==> src/txd_defines.svh <==
`ifndef TXD_DEFINES_SVH
`define TXD_DEFINES_SVH
// Descriptor word 1 (status and control)
`define TXD_W1_OWN 15
`define TXD_W1_ERR 14
`define TXD_W1_FCS 13
`define TXD_W1_MORE 12
`define TXD_W1_ONE 11
`define TXD_W1_DEF 10
`define TXD_W1_SOF 9
`define TXD_W1_EOF 8
// Descriptor word 3 (status)
`define TXD_W3_BUFF 15
`define TXD_W3_UNDERFLOW_FLAG 14
`define TXD_W3_RES 13
`define TXD_W3_LATE_COLLISION_FLAG 12
`define TXD_W3_CARRIER_LOSS_FLAG 11
`define TXD_W3_RETRY_FAILURE_FLAG 10
`define TXD_FDC_W 10
// Retry limit and mode bits
`define TXD_RETRY_LIMIT 5'h10
`define TXD_MASK_SUFLO 6
// APB register map
`define TXD_REG_CTRL 12'h000
`define TXD_REG_STAT 12'h004
`define TXD_REG_RING 12'h008
`define TXD_REG_RLEN 12'h00c
`define TXD_REG_MASK 12'h010
`define TXD_CTRL_RESET 32'h0000_0000
// Timing
`define TXD_CLK_HZ 250000000
`define TXD_FDC_HZ 10000000
`define TXD_FDC_DIV (`TXD_CLK_HZ / `TXD_FDC_HZ)
`endif

==> src/txd_pkg.sv <==
package txd_pkg;
  typedef enum logic [3:0] {
    ST_IDLE = 4'h0,
    ST_RD1 = 4'h1,
    ST_RD0 = 4'h2,
    ST_RD2 = 4'h3,
    ST_SEND = 4'h4,
    ST_PEEK = 4'h5,
    ST_WR3 = 4'h6,
    ST_WR1 = 4'h7,
    ST_NEXT = 4'h8
  } txd_state_t;
endpackage

==> src/txd_apb.sv <==
`timescale 1ns/1ps
`include "txd_defines.svh"
module txd_apb
(
  input wire logic clk_sys,
  input wire logic nrst,
  input wire logic psel,
  input wire logic penable,
  input wire logic pwrite,
  input wire logic [11:0] paddr,
  input wire logic [31:0] pwdata,
  input wire logic [31:0] statIn,
  output logic [31:0] prdata,
  output logic pready,
  output logic pslverr,
  output logic [31:0] ctrl,
  output logic [23:0] ringBase,
  output logic [7:0] ringLen,
  output logic [15:0] maskReg,
  output logic startPulse
);
  // Zero wait state slave; unmapped reads give zero and an error
  wire access = psel && penable;
  wire hitCtrl = paddr == `TXD_REG_CTRL;
  wire hitStat = paddr == `TXD_REG_STAT;
  wire hitRing = paddr == `TXD_REG_RING;
  wire hitRlen = paddr == `TXD_REG_RLEN;
  wire hitMask = paddr == `TXD_REG_MASK;
  wire mapped = hitCtrl | hitStat | hitRing | hitRlen | hitMask;
  wire [31:0] rdMux = hitCtrl ? ctrl :
                      hitStat ? statIn :
                      hitRing ? {8'h00, ringBase} :
                      hitRlen ? {24'h000000, ringLen} :
                      hitMask ? {16'h0000, maskReg} : 32'h0;
  always_ff @(posedge clk_sys)
  begin
    if (!nrst)
    begin
      ctrl <= `TXD_CTRL_RESET;
      ringBase <= 24'h000000;
      ringLen <= 8'h01;
      maskReg <= 16'h0000;
      prdata <= 32'h0;
      pready <= 1'b0;
      pslverr <= 1'b0;
      startPulse <= 1'b0;
    end
    else
    begin
      pready <= psel && !penable;
      pslverr <= psel && !penable && !mapped;
      prdata <= (psel && !penable && !pwrite) ? rdMux : prdata;
      startPulse <= access && pready && pwrite && hitCtrl && pwdata[0];
      if (access && pready && pwrite)
      begin
        if (hitCtrl)
          ctrl <= {pwdata[31:1], 1'b0};
        if (hitRing)
          ringBase <= pwdata[23:0];
        if (hitRlen)
          ringLen <= (pwdata[7:0] == 8'h00) ? 8'h01 : pwdata[7:0];
        if (hitMask)
          maskReg <= pwdata[15:0];
      end
    end
  end
endmodule

==> src/txd_fdc.sv <==
`timescale 1ns/1ps
`include "txd_defines.svh"
module txd_fdc
(
  input wire logic clk_sys,
  input wire logic nrst,
  input wire logic start,
  input wire logic stop,
  output logic [`TXD_FDC_W-1:0] count
);
  // 10 MHz enable from divider; count freezes at stop
  logic [7:0] div;
  logic run;
  wire tick = (div == 8'(`TXD_FDC_DIV - 1));
  always_ff @(posedge clk_sys)
  begin
    if (!nrst)
    begin
      div <= 8'h00;
      run <= 1'b0;
      count <= 10'h000;
    end
    else if (start)
    begin
      div <= 8'h00;
      run <= 1'b1;
      count <= 10'h000;
    end
    else
    begin
      if (stop)
        run <= 1'b0;
      div <= tick ? 8'h00 : div + 8'h01;
      if (run && tick && !stop)
        count <= count + 10'h001;
    end
  end
endmodule

==> src/txd_top.sv <==
`timescale 1ns/1ps
`include "txd_defines.svh"
// Operation
// - Own bit 15 of word 1 hands descriptor to device; device clears after sending.
// - Neither party touches a descriptor after giving up ownership.
// - Error flag is OR of underflow, late collision, carrier loss, retry fail.
// - Per-frame FCS flag forces FCS; else global disable decides; flag untouched.
// - Multiple-retry flag set when more than one retry was needed.
// - Single-retry flag set for exactly one retry; invalid with late collision.
// - Deferred flag set when channel was busy at transmit time.
// - Skip owned descriptors without start flag until own and start found.
// - End flag marks last buffer; start plus end is whole frame; unchanged.
// - Buffer error when no end flag and next not owned, or underflow first.
// - Buffer error or underflow clears transmitter-on unless suppress bit set.
// - Buffer error always comes with underflow; invalid with late collision.
// - Underflow flag set and frame truncated when FIFO runs dry.
// - Reserved status bit of word 3 is always written zero.
// - Late collision after slot time reported and never retried.
// - AUI carrier loss sets flag yet frame still completes.
// - Twisted-pair link fail sets the carrier loss flag.
// - Retry failure after 16 collisions, or after one with retry disabled.
// - 10-bit fault distance counted at 10 MHz until collision or, in AUI mode only, carrier loss.
// - Buffer address is 16 low bits of word 0 and 8 high of word 1.
module txd_top
(
  input wire logic clk_sys,
  input wire logic nrst,
  // APB
  input wire logic psel,
  input wire logic penable,
  input wire logic pwrite,
  input wire logic [11:0] paddr,
  input wire logic [31:0] pwdata,
  output logic [31:0] prdata,
  output logic pready,
  output logic pslverr,
  // Descriptor memory port (16-bit words)
  output logic memReq,
  output logic memWrite,
  output logic [23:0] memAddr,
  output logic [15:0] memWdata,
  input wire logic memAck,
  input wire logic [15:0] memRdata,
  // Buffer fetch towards FIFO
  output logic bufReq,
  output logic [23:0] bufAddr,
  output logic [11:0] bufLen,
  output logic bufLast,
  output logic fcsEnable,
  input wire logic bufDone,
  // MAC status pins
  input wire logic macStart,
  input wire logic macDefer,
  input wire logic macCollision,
  input wire logic macLateCol,
  input wire logic macUnderflow,
  input wire logic macCarrier,
  input wire logic macDone,
  input wire logic linkFail,
  output logic macAbort,
  output logic transmitterOn
);
  logic [31:0] ctrl;
  logic [23:0] ringBase;
  logic [7:0] ringLen;
  logic [15:0] maskReg;
  logic startPulse;
  logic [`TXD_FDC_W-1:0] fdcCount;
  txd_pkg::txd_state_t state;
  logic [15:0] w0;
  logic [15:0] w1;
  logic [15:0] w2;
  logic [7:0] idx;
  logic [4:0] retries;
  logic inFrame, fDef, fUflo, fLcol, fLcar, fRtry, fBuff, fcsFrame;
  logic [2:0] syncA, syncB;
  logic [2:0] syncC, syncD;
  // Control bits: [1]=global FCS disable, [2]=AUI mode, [3]=disable retry
  wire globalFcsOff = ctrl[1];
  wire auiMode = ctrl[2];
  wire noRetry = ctrl[3];
  // MAC pins come from another part of the chip; treated as asynchronous
  wire sDefer = syncA[1];
  wire sCol = syncA[2];
  wire sLate = syncB[0];
  wire sUflo = syncB[1];
  wire sCar = syncB[2];
  wire sDone = syncC[0];
  wire sStart = syncC[1];
  wire sLink = syncC[2];
  wire [23:0] descAddr = ringBase + {13'h0, idx, 3'h0};
  wire [7:0] nextIdx = (idx + 8'h01 == ringLen) ? 8'h00 : idx + 8'h01;
  wire own = memRdata[`TXD_W1_OWN];
  wire sof = memRdata[`TXD_W1_SOF];
  wire eof = w1[`TXD_W1_EOF];
  wire errAny = fUflo | fLcol | fLcar | fRtry;
  wire retryMax = noRetry || (retries == `TXD_RETRY_LIMIT - 5'h01);
  wire shutdown = (fUflo | fBuff) & ~maskReg[`TXD_MASK_SUFLO];
  wire [15:0] word3 = {fBuff, fUflo, 1'b0, fLcol, fLcar, fRtry,
                       fdcCount};
  wire [15:0] word1 = {1'b0, errAny, w1[13], retries > 5'h01,
                       retries == 5'h01 && !fLcol, fDef,
                       w1[9:0]};
  // First stage for the collision, defer, carrier, underflow and late pins
  logic [5:0] syncF;
  always_ff @(posedge clk_sys)
  begin
    if (!nrst)
    begin
      syncA <= 3'h0;
      syncB <= 3'h0;
      syncC <= 3'h0;
      syncD <= 3'h0;
      syncF <= 6'h00;
    end
    else
    begin
      syncF <= {macCollision, macDefer, 1'b0, macCarrier, macUnderflow,
                macLateCol};
      syncA <= syncF[5:3];
      syncB <= syncF[2:0];
      syncD <= {linkFail, macStart, macDone};
      syncC <= syncD;
    end
  end
  txd_apb apb
  (
    .clk_sys(clk_sys),
    .nrst(nrst),
    .psel(psel),
    .penable(penable),
    .pwrite(pwrite),
    .paddr(paddr),
    .pwdata(pwdata),
    .statIn({24'h0, state, 3'h0, transmitterOn}),
    .prdata(prdata),
    .pready(pready),
    .pslverr(pslverr),
    .ctrl(ctrl),
    .ringBase(ringBase),
    .ringLen(ringLen),
    .maskReg(maskReg),
    .startPulse(startPulse)
  );
  txd_fdc fdc
  (
    .clk_sys(clk_sys),
    .nrst(nrst),
    .start(sStart && state == txd_pkg::ST_SEND && !inFrame),
    .stop(sCol || (!sCar && auiMode)),
    .count(fdcCount)
  );
  // ========================================
  // Descriptor sequencer
  always_ff @(posedge clk_sys)
  begin
    if (!nrst)
    begin
      state <= txd_pkg::ST_IDLE;
      memReq <= 1'b0;
      memWrite <= 1'b0;
      memAddr <= 24'h0;
      memWdata <= 16'h0;
      bufReq <= 1'b0;
      bufAddr <= 24'h0;
      bufLen <= 12'h0;
      bufLast <= 1'b0;
      fcsEnable <= 1'b0;
      macAbort <= 1'b0;
      transmitterOn <= 1'b0;
      w0 <= 16'h0;
      w1 <= 16'h0;
      w2 <= 16'h0;
      idx <= 8'h00;
      retries <= 5'h00;
      inFrame <= 1'b0;
      {fDef, fUflo, fLcol, fLcar, fRtry, fBuff, fcsFrame} <= 7'h00;
    end
    else
    begin
      macAbort <= 1'b0;
      if (startPulse)
        transmitterOn <= 1'b1;
      // MAC events are sticky per descriptor; set only in SEND and PEEK, never in NEXT where the per-buffer clear happens
      if (state == txd_pkg::ST_SEND || state == txd_pkg::ST_PEEK)
      begin
        if (sDefer)
          fDef <= 1'b1;
        if (sLate)
          fLcol <= 1'b1;
        if (sUflo)
          fUflo <= 1'b1;
        if ((auiMode && !sCar) || (!auiMode && sLink))
          fLcar <= 1'b1;
        if (sCol && !sLate)
        begin
          if (retryMax)
            fRtry <= 1'b1;
          if (!retryMax)
            retries <= retries + 5'h01;
        end
      end
      unique case (state)
        txd_pkg::ST_IDLE:
          if (transmitterOn)
          begin
            memReq <= 1'b1;
            memWrite <= 1'b0;
            memAddr <= descAddr + 24'h2;
            state <= txd_pkg::ST_RD1;
          end
        txd_pkg::ST_RD1:
          if (memAck)
          begin
            memReq <= 1'b0;
            w1 <= memRdata;
            if (own && (sof || inFrame))
            begin
              memReq <= 1'b1;
              memAddr <= descAddr;
              state <= txd_pkg::ST_RD0;
            end
            else if (own)
            begin
              idx <= nextIdx;
              state <= txd_pkg::ST_IDLE;
            end
            else
              state <= txd_pkg::ST_IDLE;
          end
        txd_pkg::ST_RD0:
          if (memAck)
          begin
            w0 <= memRdata;
            memAddr <= descAddr + 24'h4;
            state <= txd_pkg::ST_RD2;
          end
        txd_pkg::ST_RD2:
          if (memAck)
          begin
            memReq <= 1'b0;
            w2 <= memRdata;
            bufAddr <= {w1[7:0], w0};
            bufLen <= 12'h000 - memRdata[11:0];
            bufLast <= w1[`TXD_W1_EOF];
            if (!inFrame)
            begin
              fcsFrame <= w1[`TXD_W1_FCS] | ~globalFcsOff;
              retries <= 5'h00;
            end
            fcsEnable <= inFrame ? fcsFrame :
                         (w1[`TXD_W1_FCS] | ~globalFcsOff);
            bufReq <= 1'b1;
            state <= txd_pkg::ST_SEND;
          end
        txd_pkg::ST_SEND:
        begin
          if (bufDone)
            bufReq <= 1'b0;
          if (fRtry || fLcol)
          begin
            macAbort <= 1'b1;
            bufReq <= 1'b0;
            state <= txd_pkg::ST_WR3;
          end
          else if (bufDone && !eof)
          begin
            memReq <= 1'b1;
            memAddr <= {ringBase + {13'h0, nextIdx, 3'h0}} + 24'h2;
            state <= txd_pkg::ST_PEEK;
          end
          else if (fUflo || (eof && sDone))
            state <= txd_pkg::ST_WR3;
        end
        txd_pkg::ST_PEEK:
          if (fUflo && !memAck)
          begin
            fBuff <= 1'b1;
            memReq <= 1'b0;
            state <= txd_pkg::ST_WR3;
          end
          else if (memAck)
          begin
            memReq <= 1'b0;
            if (!own)
            begin
              fBuff <= 1'b1;
              fUflo <= 1'b1;
              macAbort <= 1'b1;
            end
            state <= txd_pkg::ST_WR3;
          end
        txd_pkg::ST_WR3:
          if (!memReq)
          begin
            memReq <= 1'b1;
            memWrite <= 1'b1;
            memAddr <= descAddr + 24'h6;
            memWdata <= word3;
          end
          else if (memAck)
          begin
            memAddr <= descAddr + 24'h2;
            memWdata <= word1;
            state <= txd_pkg::ST_WR1;
          end
        txd_pkg::ST_WR1:
          if (memAck)
          begin
            memReq <= 1'b0;
            memWrite <= 1'b0;
            state <= txd_pkg::ST_NEXT;
          end
        txd_pkg::ST_NEXT:
        begin
          idx <= nextIdx;
          inFrame <= !eof && !errAny && !fBuff;
          if (shutdown)
            transmitterOn <= 1'b0;
          fDef <= 1'b0;
          fUflo <= 1'b0;
          fLcol <= 1'b0;
          fLcar <= 1'b0;
          fRtry <= 1'b0;
          fBuff <= 1'b0;
          state <= txd_pkg::ST_IDLE;
        end
        default:
          state <= txd_pkg::ST_IDLE;
      endcase
    end
  end
endmodule
==> config.mk <==
export PLATFORM = sky130hd
export DESIGN_NAME = txd_top
export DESIGN_NICKNAME = d
export VERILOG_FILES = /design/src/txd_pkg.sv /design/src/txd_apb.sv /design/src/txd_fdc.sv /design/src/txd_top.sv
export VERILOG_INCLUDE_DIRS = /design/src
export SDC_FILE = /design/constraint.sdc
export NUM_CORES = 1
export LEC_CHECK = 0
export BUFFER_PORTS_ARGS = -buffer_cell sky130_fd_sc_hd__buf_2
export CORE_MARGIN = 1
export CORE_UTILIZATION = 37
export DETAILED_ROUTE_END_ITERATION = 16
export GPL_TIMING_DRIVEN = 0
export SYNTH_ARGS = -nofsm -noshare
export SYNTH_HDL_FRONTEND = slang
export SYNTH_SLANG_ARGS = --single-unit
==> constraint.sdc <==
create_clock -name clk_sys -period 11.9 [get_ports clk_sys]
set_clock_uncertainty 0.05 [all_clocks]
set_input_delay 0.595 -clock clk_sys [delete_from_list [all_inputs] [get_ports clk_sys]]
set_output_delay 0.595 -clock clk_sys [all_outputs]
set_load 0.01 [all_outputs]
# ---- After elaboration in Yosys (flattened, before gate mapping)
# Cells that the tools add are included.
dict set report totals {
  ff_bits 288
  latch_bits 0
  ramBits 0
  rom_bits 0
  in_bits 75
  out_inout_bits 117
  mem_count 0
}
dict set report classes {
  n_addsub 11
  mul 0
  n_div 0
  magnitude_cmp 1
  eq_ne 35
  n_shift 0
  muxes 78
  n_bitwise 14
  reduce_logical 76
}
# cell count
set op_table {}
lappend op_table {{$mux 24} 8}
lappend op_table {{$mux 32} 4}
lappend op_table {{$pmux 24 s5} 1}
lappend op_table {{$add 24x11->24} 2}
lappend op_table {{$add 24x2->24 const B} 2}
lappend op_table {{$add 24x3->24 const B} 2}
lappend op_table {{$mux 16} 3}
lappend op_table {{$mux 4} 12}
lappend op_table {{$mux 8} 5}
lappend op_table {{$pmux 4 s8} 1}
lappend op_table {{$mux 1} 30}
lappend op_table {{$mux 5} 6}
lappend op_table {{$eq 12x4->1 const B} 2}
lappend op_table {{$ne 2x2->1 const B} 12}
lappend op_table {{$logic_and 1x1->1} 22}
lappend op_table {{$reduce_and 2->1} 11}
lappend op_table {{$add 8x1->8 const B} 2}
lappend op_table {{$eq 4x3->1 const B} 4}
lappend op_table {{$pmux 8 s2} 1}
lappend op_table {{$logic_not 1->1} 13}
lappend op_table {{$eq 12x3->1 const B} 1}
lappend op_table {{$eq 12x5->1 const B} 1}
lappend op_table {{$logic_not 12->1} 1}
lappend op_table {{$reduce_and 3->1} 4}
lappend op_table {{other kinds (35)} 65}

# ---- Logic depth before layout (Yosys ltp)
dict set report logic_depth {
  word_depth 8
  depth_mapped 18
  mapped_depth_nobuf 17
}

# ---- By module
# Synthesis repeated with hierarchy kept, for this count alone.
dict set report hier_totals {
  hier_cells 1884
  area_unflattened_um2 15336.0
}
# module instances cells_each area_each_um2
set by_module_without_submodules {}
lappend by_module_without_submodules {txd_top 1 1194 9217.6}
lappend by_module_without_submodules {txd_apb 1 595 5265.0}
lappend by_module_without_submodules {txd_fdc 1 95 853.3}

# ---- Worst setup path after synthesis
# No wires, ideal clock.
dict set report synth_path {
  path_type {reg-to-reg}
  startpoint {register idx[0]}
  endpoint {register memAddr[18]}
  arrival_ns 4.245
  required_time_ns 11.728
  slack_ns 7.482
  stages_incl_launch_ff 19
  n_path_buf 2
  path_cell_list {dfxtp_1 -> clkbuf_1 -> and3_1 -> nand3_1 -> xor2_1 -> xnor2_1 -> nor4_1 -> clkbuf_1 -> nor2_1 -> ha_1 -> a31o_2 -> a2111oi_0 -> o31ai_1 -> a21oi_1 -> nor2_1 -> xnor2_1 -> o221ai_1 -> nor3_1 -> a21oi_1}
}
dict set report synth_via {
  elab_chain_len 8
  elab_cells_between_ends 18
  cone_classes {add/sub (7); eq/ne (1); mux (10)}
}
# element line
set synth_lines {}
lappend synth_lines {{start: declaration} txd_top.sv:73} ;# logic [7:0] idx;
lappend synth_lines {{start signal: assignment} txd_top.sv:225} ;# idx <= nextIdx;
lappend synth_lines {{start signal: assignment} txd_top.sv:316} ;# idx <= nextIdx;
lappend synth_lines {{$add 8x1->8 (*)} txd_top.sv:92} ;# wire [7:0] nextIdx = (idx + 8'h01 == ringLen) ? 8'h00 : idx + 8'h01;
lappend synth_lines {{$eq 8x8->1} txd_top.sv:92}
lappend synth_lines {{$mux 8 (*)} txd_top.sv:92}
lappend synth_lines {{named net nextIdx[0]} txd_top.sv:92}
lappend synth_lines {{$add 24x11->24 (*)} txd_top.sv:269} ;# memAddr <= {ringBase + {13'h0, nextIdx, 3'h0}} + 24'h2;
lappend synth_lines {{$add 24x2->24 (*)} txd_top.sv:269}
lappend synth_lines {{$mux 24 (*)} txd_top.sv:266} ;# else if (bufDone && !eof)
lappend synth_lines {{$mux 24 (*)} txd_top.sv:260} ;# if (fRtry || fLcol)
lappend synth_lines {{$pmux 24 s5 (*)} txd_top.sv:203} ;# unique case (state)
lappend synth_lines {{end signal: assignment} txd_top.sv:209} ;# memAddr <= descAddr + 24'h2;
lappend synth_lines {{end signal: assignment} txd_top.sv:220} ;# memAddr <= descAddr;
lappend synth_lines {{end signal: assignment} txd_top.sv:269}
lappend synth_lines {{end: declaration} txd_top.sv:40} ;# output logic [23:0] memAddr,
# Mark *: on every way through the listed nets, which the timed path passes. The rest lies on a longest branch. The select of a mux whose other input is x is not followed.
# A chain may end at the register's enable or synchronous reset.

# ---- Worst setup path after layout
# Same ends and word-level chain as after synthesis.

==> impl_metrics.json <==
{
  "yosys.area.top_type": "dfxtp_1",
  "grt_start_max_net_pins": 14,
  "cp_top_family": "compound AO/OA/AOI/OAI gates",
  "synth.most_common_cell": "nand2_1",
  "synth_edf_count": 0,
  "type_of_destination_of_the_critical_path": "register",
  "status": "finished clean",
  "io_buffers": 189,
  "die_area_mm2": 0.03852,
  "netSwitchingPower_mw": 0.6629,
  "ir_worst_vdd_uv": 96.26,
  "global_route.usage.met1": 0.3526,
  "post_route_cells_drive_above_1_share": 0.1332,
  "drtAntennaViolNets": 0,
  "maxcap_viol_count": 0,
  "worst_setup_path_endpoint": "memAddr[18]$_SDFFE_PN0P_",
  "vias_per_cell": 5.585,
  "p_per_area_mw_per_mm2": 144.1,
  "final.min_clock_period_ns": 6.199,
  "rr_worst_depth": 18,
  "grt_pass1_wl_um": 78880,
  "worst_reg2reg_startpoint": "idx[0]$_SDFFE_PN0P_",
  "syn-instance-count": 1796,
  "hold_viol_final": 0,
  "floorplan.die.width_um": 196.3,
  "placedInstanceArea_mm2": 0.01555,
  "ys_top_cells_by_area": "dfxtp_1 (41%), nand2_1 (9.6%), a21oi_1 (7.9%)",
  "cts_hold_repair.buffers": 0,
  "path_cells": "clkbuf_1 > and3_1 > nand3_1 > xor2_1 > xnor2_1 > nor4_1 > clkbuf_1 > nor2_1 > ha_1 > a31o_2 > a2111oi_0 > o31ai_1 > a21oi_1 > nor2_1 > xnor2_1 > o221ai_1 > nor3_1 > a21oi_1",
  "dr.pass1.iters": 7,
  "critical-path-max-stage-delay_ns": 0.81,
  "post_synth_most_frequent_cells": "nand2_1 (357), dfxtp_1 (283), a21oi_1 (220), nor2_1 (150), clkbuf_1 (106)",
  "peak_fanout_along_the_critical_path": 10,
  "drc": 0,
  "max_freq_ghz": 0.1613,
  "p_comb_frac": 0.130,
  "synth_largest_type_area_fraction": 0.4057,
  "cp_data_required_time_ns": 12.24,
  "grt_overflow_total": 0,
  "worst_setup_hold_path_clk_slew_ns": 0.06,
  "final.setup.tns_ns": 0,
  "rows": 70,
  "arrival_time_worst_endpoint_ns": 6.54,
  "start_util": 0.3787,
  "worst_path_max_delay_cell": "nor4_1",
  "nFillCells": 3821,
  "largest_family_of_logic_cells_by_synthesized_area": "simple AND/OR/NAND/NOR gates",
  "synth_xor_xnor_area_share": 0.05197,
  "cts_buffers": 34,
  "dp.final_hpwl_um": 39090,
  "synth_compound_gate_area_share": 0.2149,
  "number_of_top_level_pins": 192,
  "place.gp.congestion": 0.9577,
  "internal_cell_power_mw": 1.741,
  "worst_slew_margin_rel": 0.1889,
  "tritoncts": "built",
  "clk_latency_ns": 0.53,
  "adder_cell_area_share_of_the_yosys_netlist": 0.02652,
  "ys_seq_area_frac": 0.4057,
  "asyncSetResetFlopFracSynth": 0,
  "synth_fp_nets": 1900,
  "count_of_antenna_diodes_in_the_layout": 0,
  "critical_path.startpoint": "idx[0]$_SDFFE_PN0P_",
  "cts_num_sinks": 283,
  "die_height_um": 196.3,
  "worstSetupPathType": "reg2reg",
  "grt_pass1_vias": 13600,
  "swShare": 0.2758,
  "path_category_of_the_worst_min_delay_check": "in2reg",
  "share_seq_of_total_power": 0.422,
  "global_route.peak_usage_layer": "met2",
  "setup-violations-final": 0,
  "post_cts_resized": 0,
  "cts_root_buffer": "clkbuf_16",
  "tightest_slew_ns": 1.214,
  "register_area_mm2": 0.005665,
  "timing.critical_path.depth": 18,
  "postSynthAreaPerCell_um2": 7.775,
  "yosys_warnings": 0,
  "drt_iter0_drc": 1251,
  "rsz0062_at_grt": "false",
  "met2_resource_use_gr": 0.4159,
  "grt_use_met3": 0.06533,
  "via_count": 14220,
  "worst-r2r-setup-slack_ns": 5.70,
  "share_clk_of_total_power": 0.448,
  "report.final.slew_viol_count": 0,
  "nNetsFinal": 2125,
  "area_growth_syn_to_layout_pct": 19.48,
  "post_synth_num_cell_types": 81,
  "core_area_mm2": 0.03687,
  "final.period_utilization": 0.5209,
  "worst_r2r_endpoint": "memAddr[18]$_SDFFE_PN0P_",
  "grtUsageTotal": 0.2653,
  "post-cts-setup-buffers": 0,
  "multiInputGateArea_mm2": 0.007745,
  "htree_num_levels": 2,
  "number_of_antenna_violations_at_the_first_check_in_global_routing": 1,
  "finalInstanceArea_mm2": 0.01668,
  "startpoint_type": "register",
  "leakage_nw": 6.140,
  "synth_simple_gate_area_frac": 0.2414,
  "critPathBufInv": 2,
  "ys_dominant_reg_cell": "dfxtp_1",
  "clock_tree.buffer_depth": 3,
  "routed_wire_length_per_instance_um": 20.33,
  "synthesis.area_mm2": 0.01396,
  "synth_mux_area_frac": 0.01944,
  "postSynthRegisterBits": 283,
  "routed_wl_um": 51760
}
[layer usage]
| layer | part of all wire | wire (um) |
|---|---|---|
| met1 | 0.44 | 22890 |
| met2 | 0.44 | 22910 |
| met3 | 0.085 | 4387 |
| met4 | 0.030 | 1576 |
| met5 | 0 | 0 |
[per-stage QoR]
step	cells	hold slack [ns]	setup slack (ns)	utilization	power, mW
after floorplan	1796	0.3619	7.482	-	1.200
after global placement	2489	0.3687	5.875	0.4215	1.339
after detailed placement	2489	0.3691	5.858	0.4216	1.340
after CTS	2546	0.2003	5.825	0.4525	2.414
after global routing	2546	0.2150	5.382	0.4525	2.488
final	2546	0.2194	5.701	0.4525	2.404
[cell type report]
cell class	count	area share
Multi-Input combinational cell	1365	0.4642
Tap cell	504	0.03780
Timing Repair Buffer	189	0.05669
Clock buffer	45	0.05774
Sequential cell	283	0.3396
Inverter	33	0.007424
Clock inverter	12	0.01042
Buffer	115	0.02617
[worst register-to-register path: stages (launching register included)]
cell	delay, ns
dfxtp_1	0.39
clkbuf_1	0.31
and3_1	0.21
nand3_1	0.09
xor2_1	0.29
xnor2_1	0.10
nor4_1	0.81
clkbuf_1	0.43
nor2_1	0.10
ha_1	0.39
a31o_2	0.30
a2111oi_0	0.58
o31ai_1	0.20
a21oi_1	0.65
nor2_1	0.15
xnor2_1	0.21
o221ai_1	0.14
nor3_1	0.53
a21oi_1	0.13
[cells by family (layout without fill, tap and decap cells)]
| family | after synthesis | in the layout |
|---|---|---|
| and+or+nand+nor | 743 | 743 |
| AOI/OAI and AO/OA | 484 | 484 |
| xor gates and xnor gates | 82 | 82 |
| muxes | 27 | 27 |
| adders and majority gates | 29 | 29 |
| buffers and inverters | 148 | 394 |
| DFF | 283 | 283 |
[power by group through the flow]
stage | Combinational (mW) | Sequential [mW] | Clock [mW]
final | 0.312 | 1.01 | 1.08
after CTS | 0.307 | 1.01 | 1.09
after floorplan | 0.158 | 1.04 | 0
after detailed placement | 0.306 | 1.03 | 0
after global routing | 0.338 | 1.02 | 1.13
after global placement | 0.305 | 1.03 | 0
[layout by cell type, fill, tap and decap left out, types with 16 or more instances in the layout]
| master | instances |
|---|---|
| buf_2 | 192 |
| o21ai_0 | 73 |
| mux2i_1 | 26 |
| dfxtp_1 | 283 |
| nand3_1 | 48 |
| ha_1 | 28 |
| nor2_1 | 150 |
| a21oi_1 | 220 |
| a221oi_1 | 24 |
| clkbuf_1 | 111 |
| nor3_1 | 39 |
| clkbuf_16 | 35 |
| xnor2_1 | 37 |
| nand2_1 | 357 |
| a31oi_1 | 19 |
| xor2_1 | 44 |
| and3_1 | 16 |
| inv_1 | 31 |
| a211oi_1 | 32 |
| and2_1 | 25 |
[flip-flops by register name, indices dropped and copies added, names as in the netlist, 2 cells and up]
register	cells
apb.prdata	32
apb.ctrl	31
apb.ringBase	24
bufAddr	24
memAddr	24
apb.maskReg	16
memWdata	16
w0	16
bufLen	12
w1	11
fdc.count	10
apb.ringLen	8
fdc.div	8
idx	8
retries	5
syncF	5
state	4
syncB	3
syncC	3
syncD	3
syncA	2
[how the worst min path moves through the flow]
stage	from	end	slack [ns]	cells after the start
after floorplan	syncF[4]$_SDFF_PN0_	syncA[1]$_SDFF_PN0_	0.36	1
after global placement	syncD[2]$_SDFF_PN0_	syncC[2]$_SDFF_PN0_	0.37	1
after detailed placement	syncF[2]$_SDFF_PN0_	syncB[2]$_SDFF_PN0_	0.37	1
after CTS	macStart	syncD[1]$_SDFF_PN0_	0.20	2
after global routing	macCarrier	syncF[2]$_SDFF_PN0_	0.21	2
final	macStart	syncD[1]$_SDFF_PN0_	0.22	2
No activity file was read; power rests on OpenSTA's default activity.
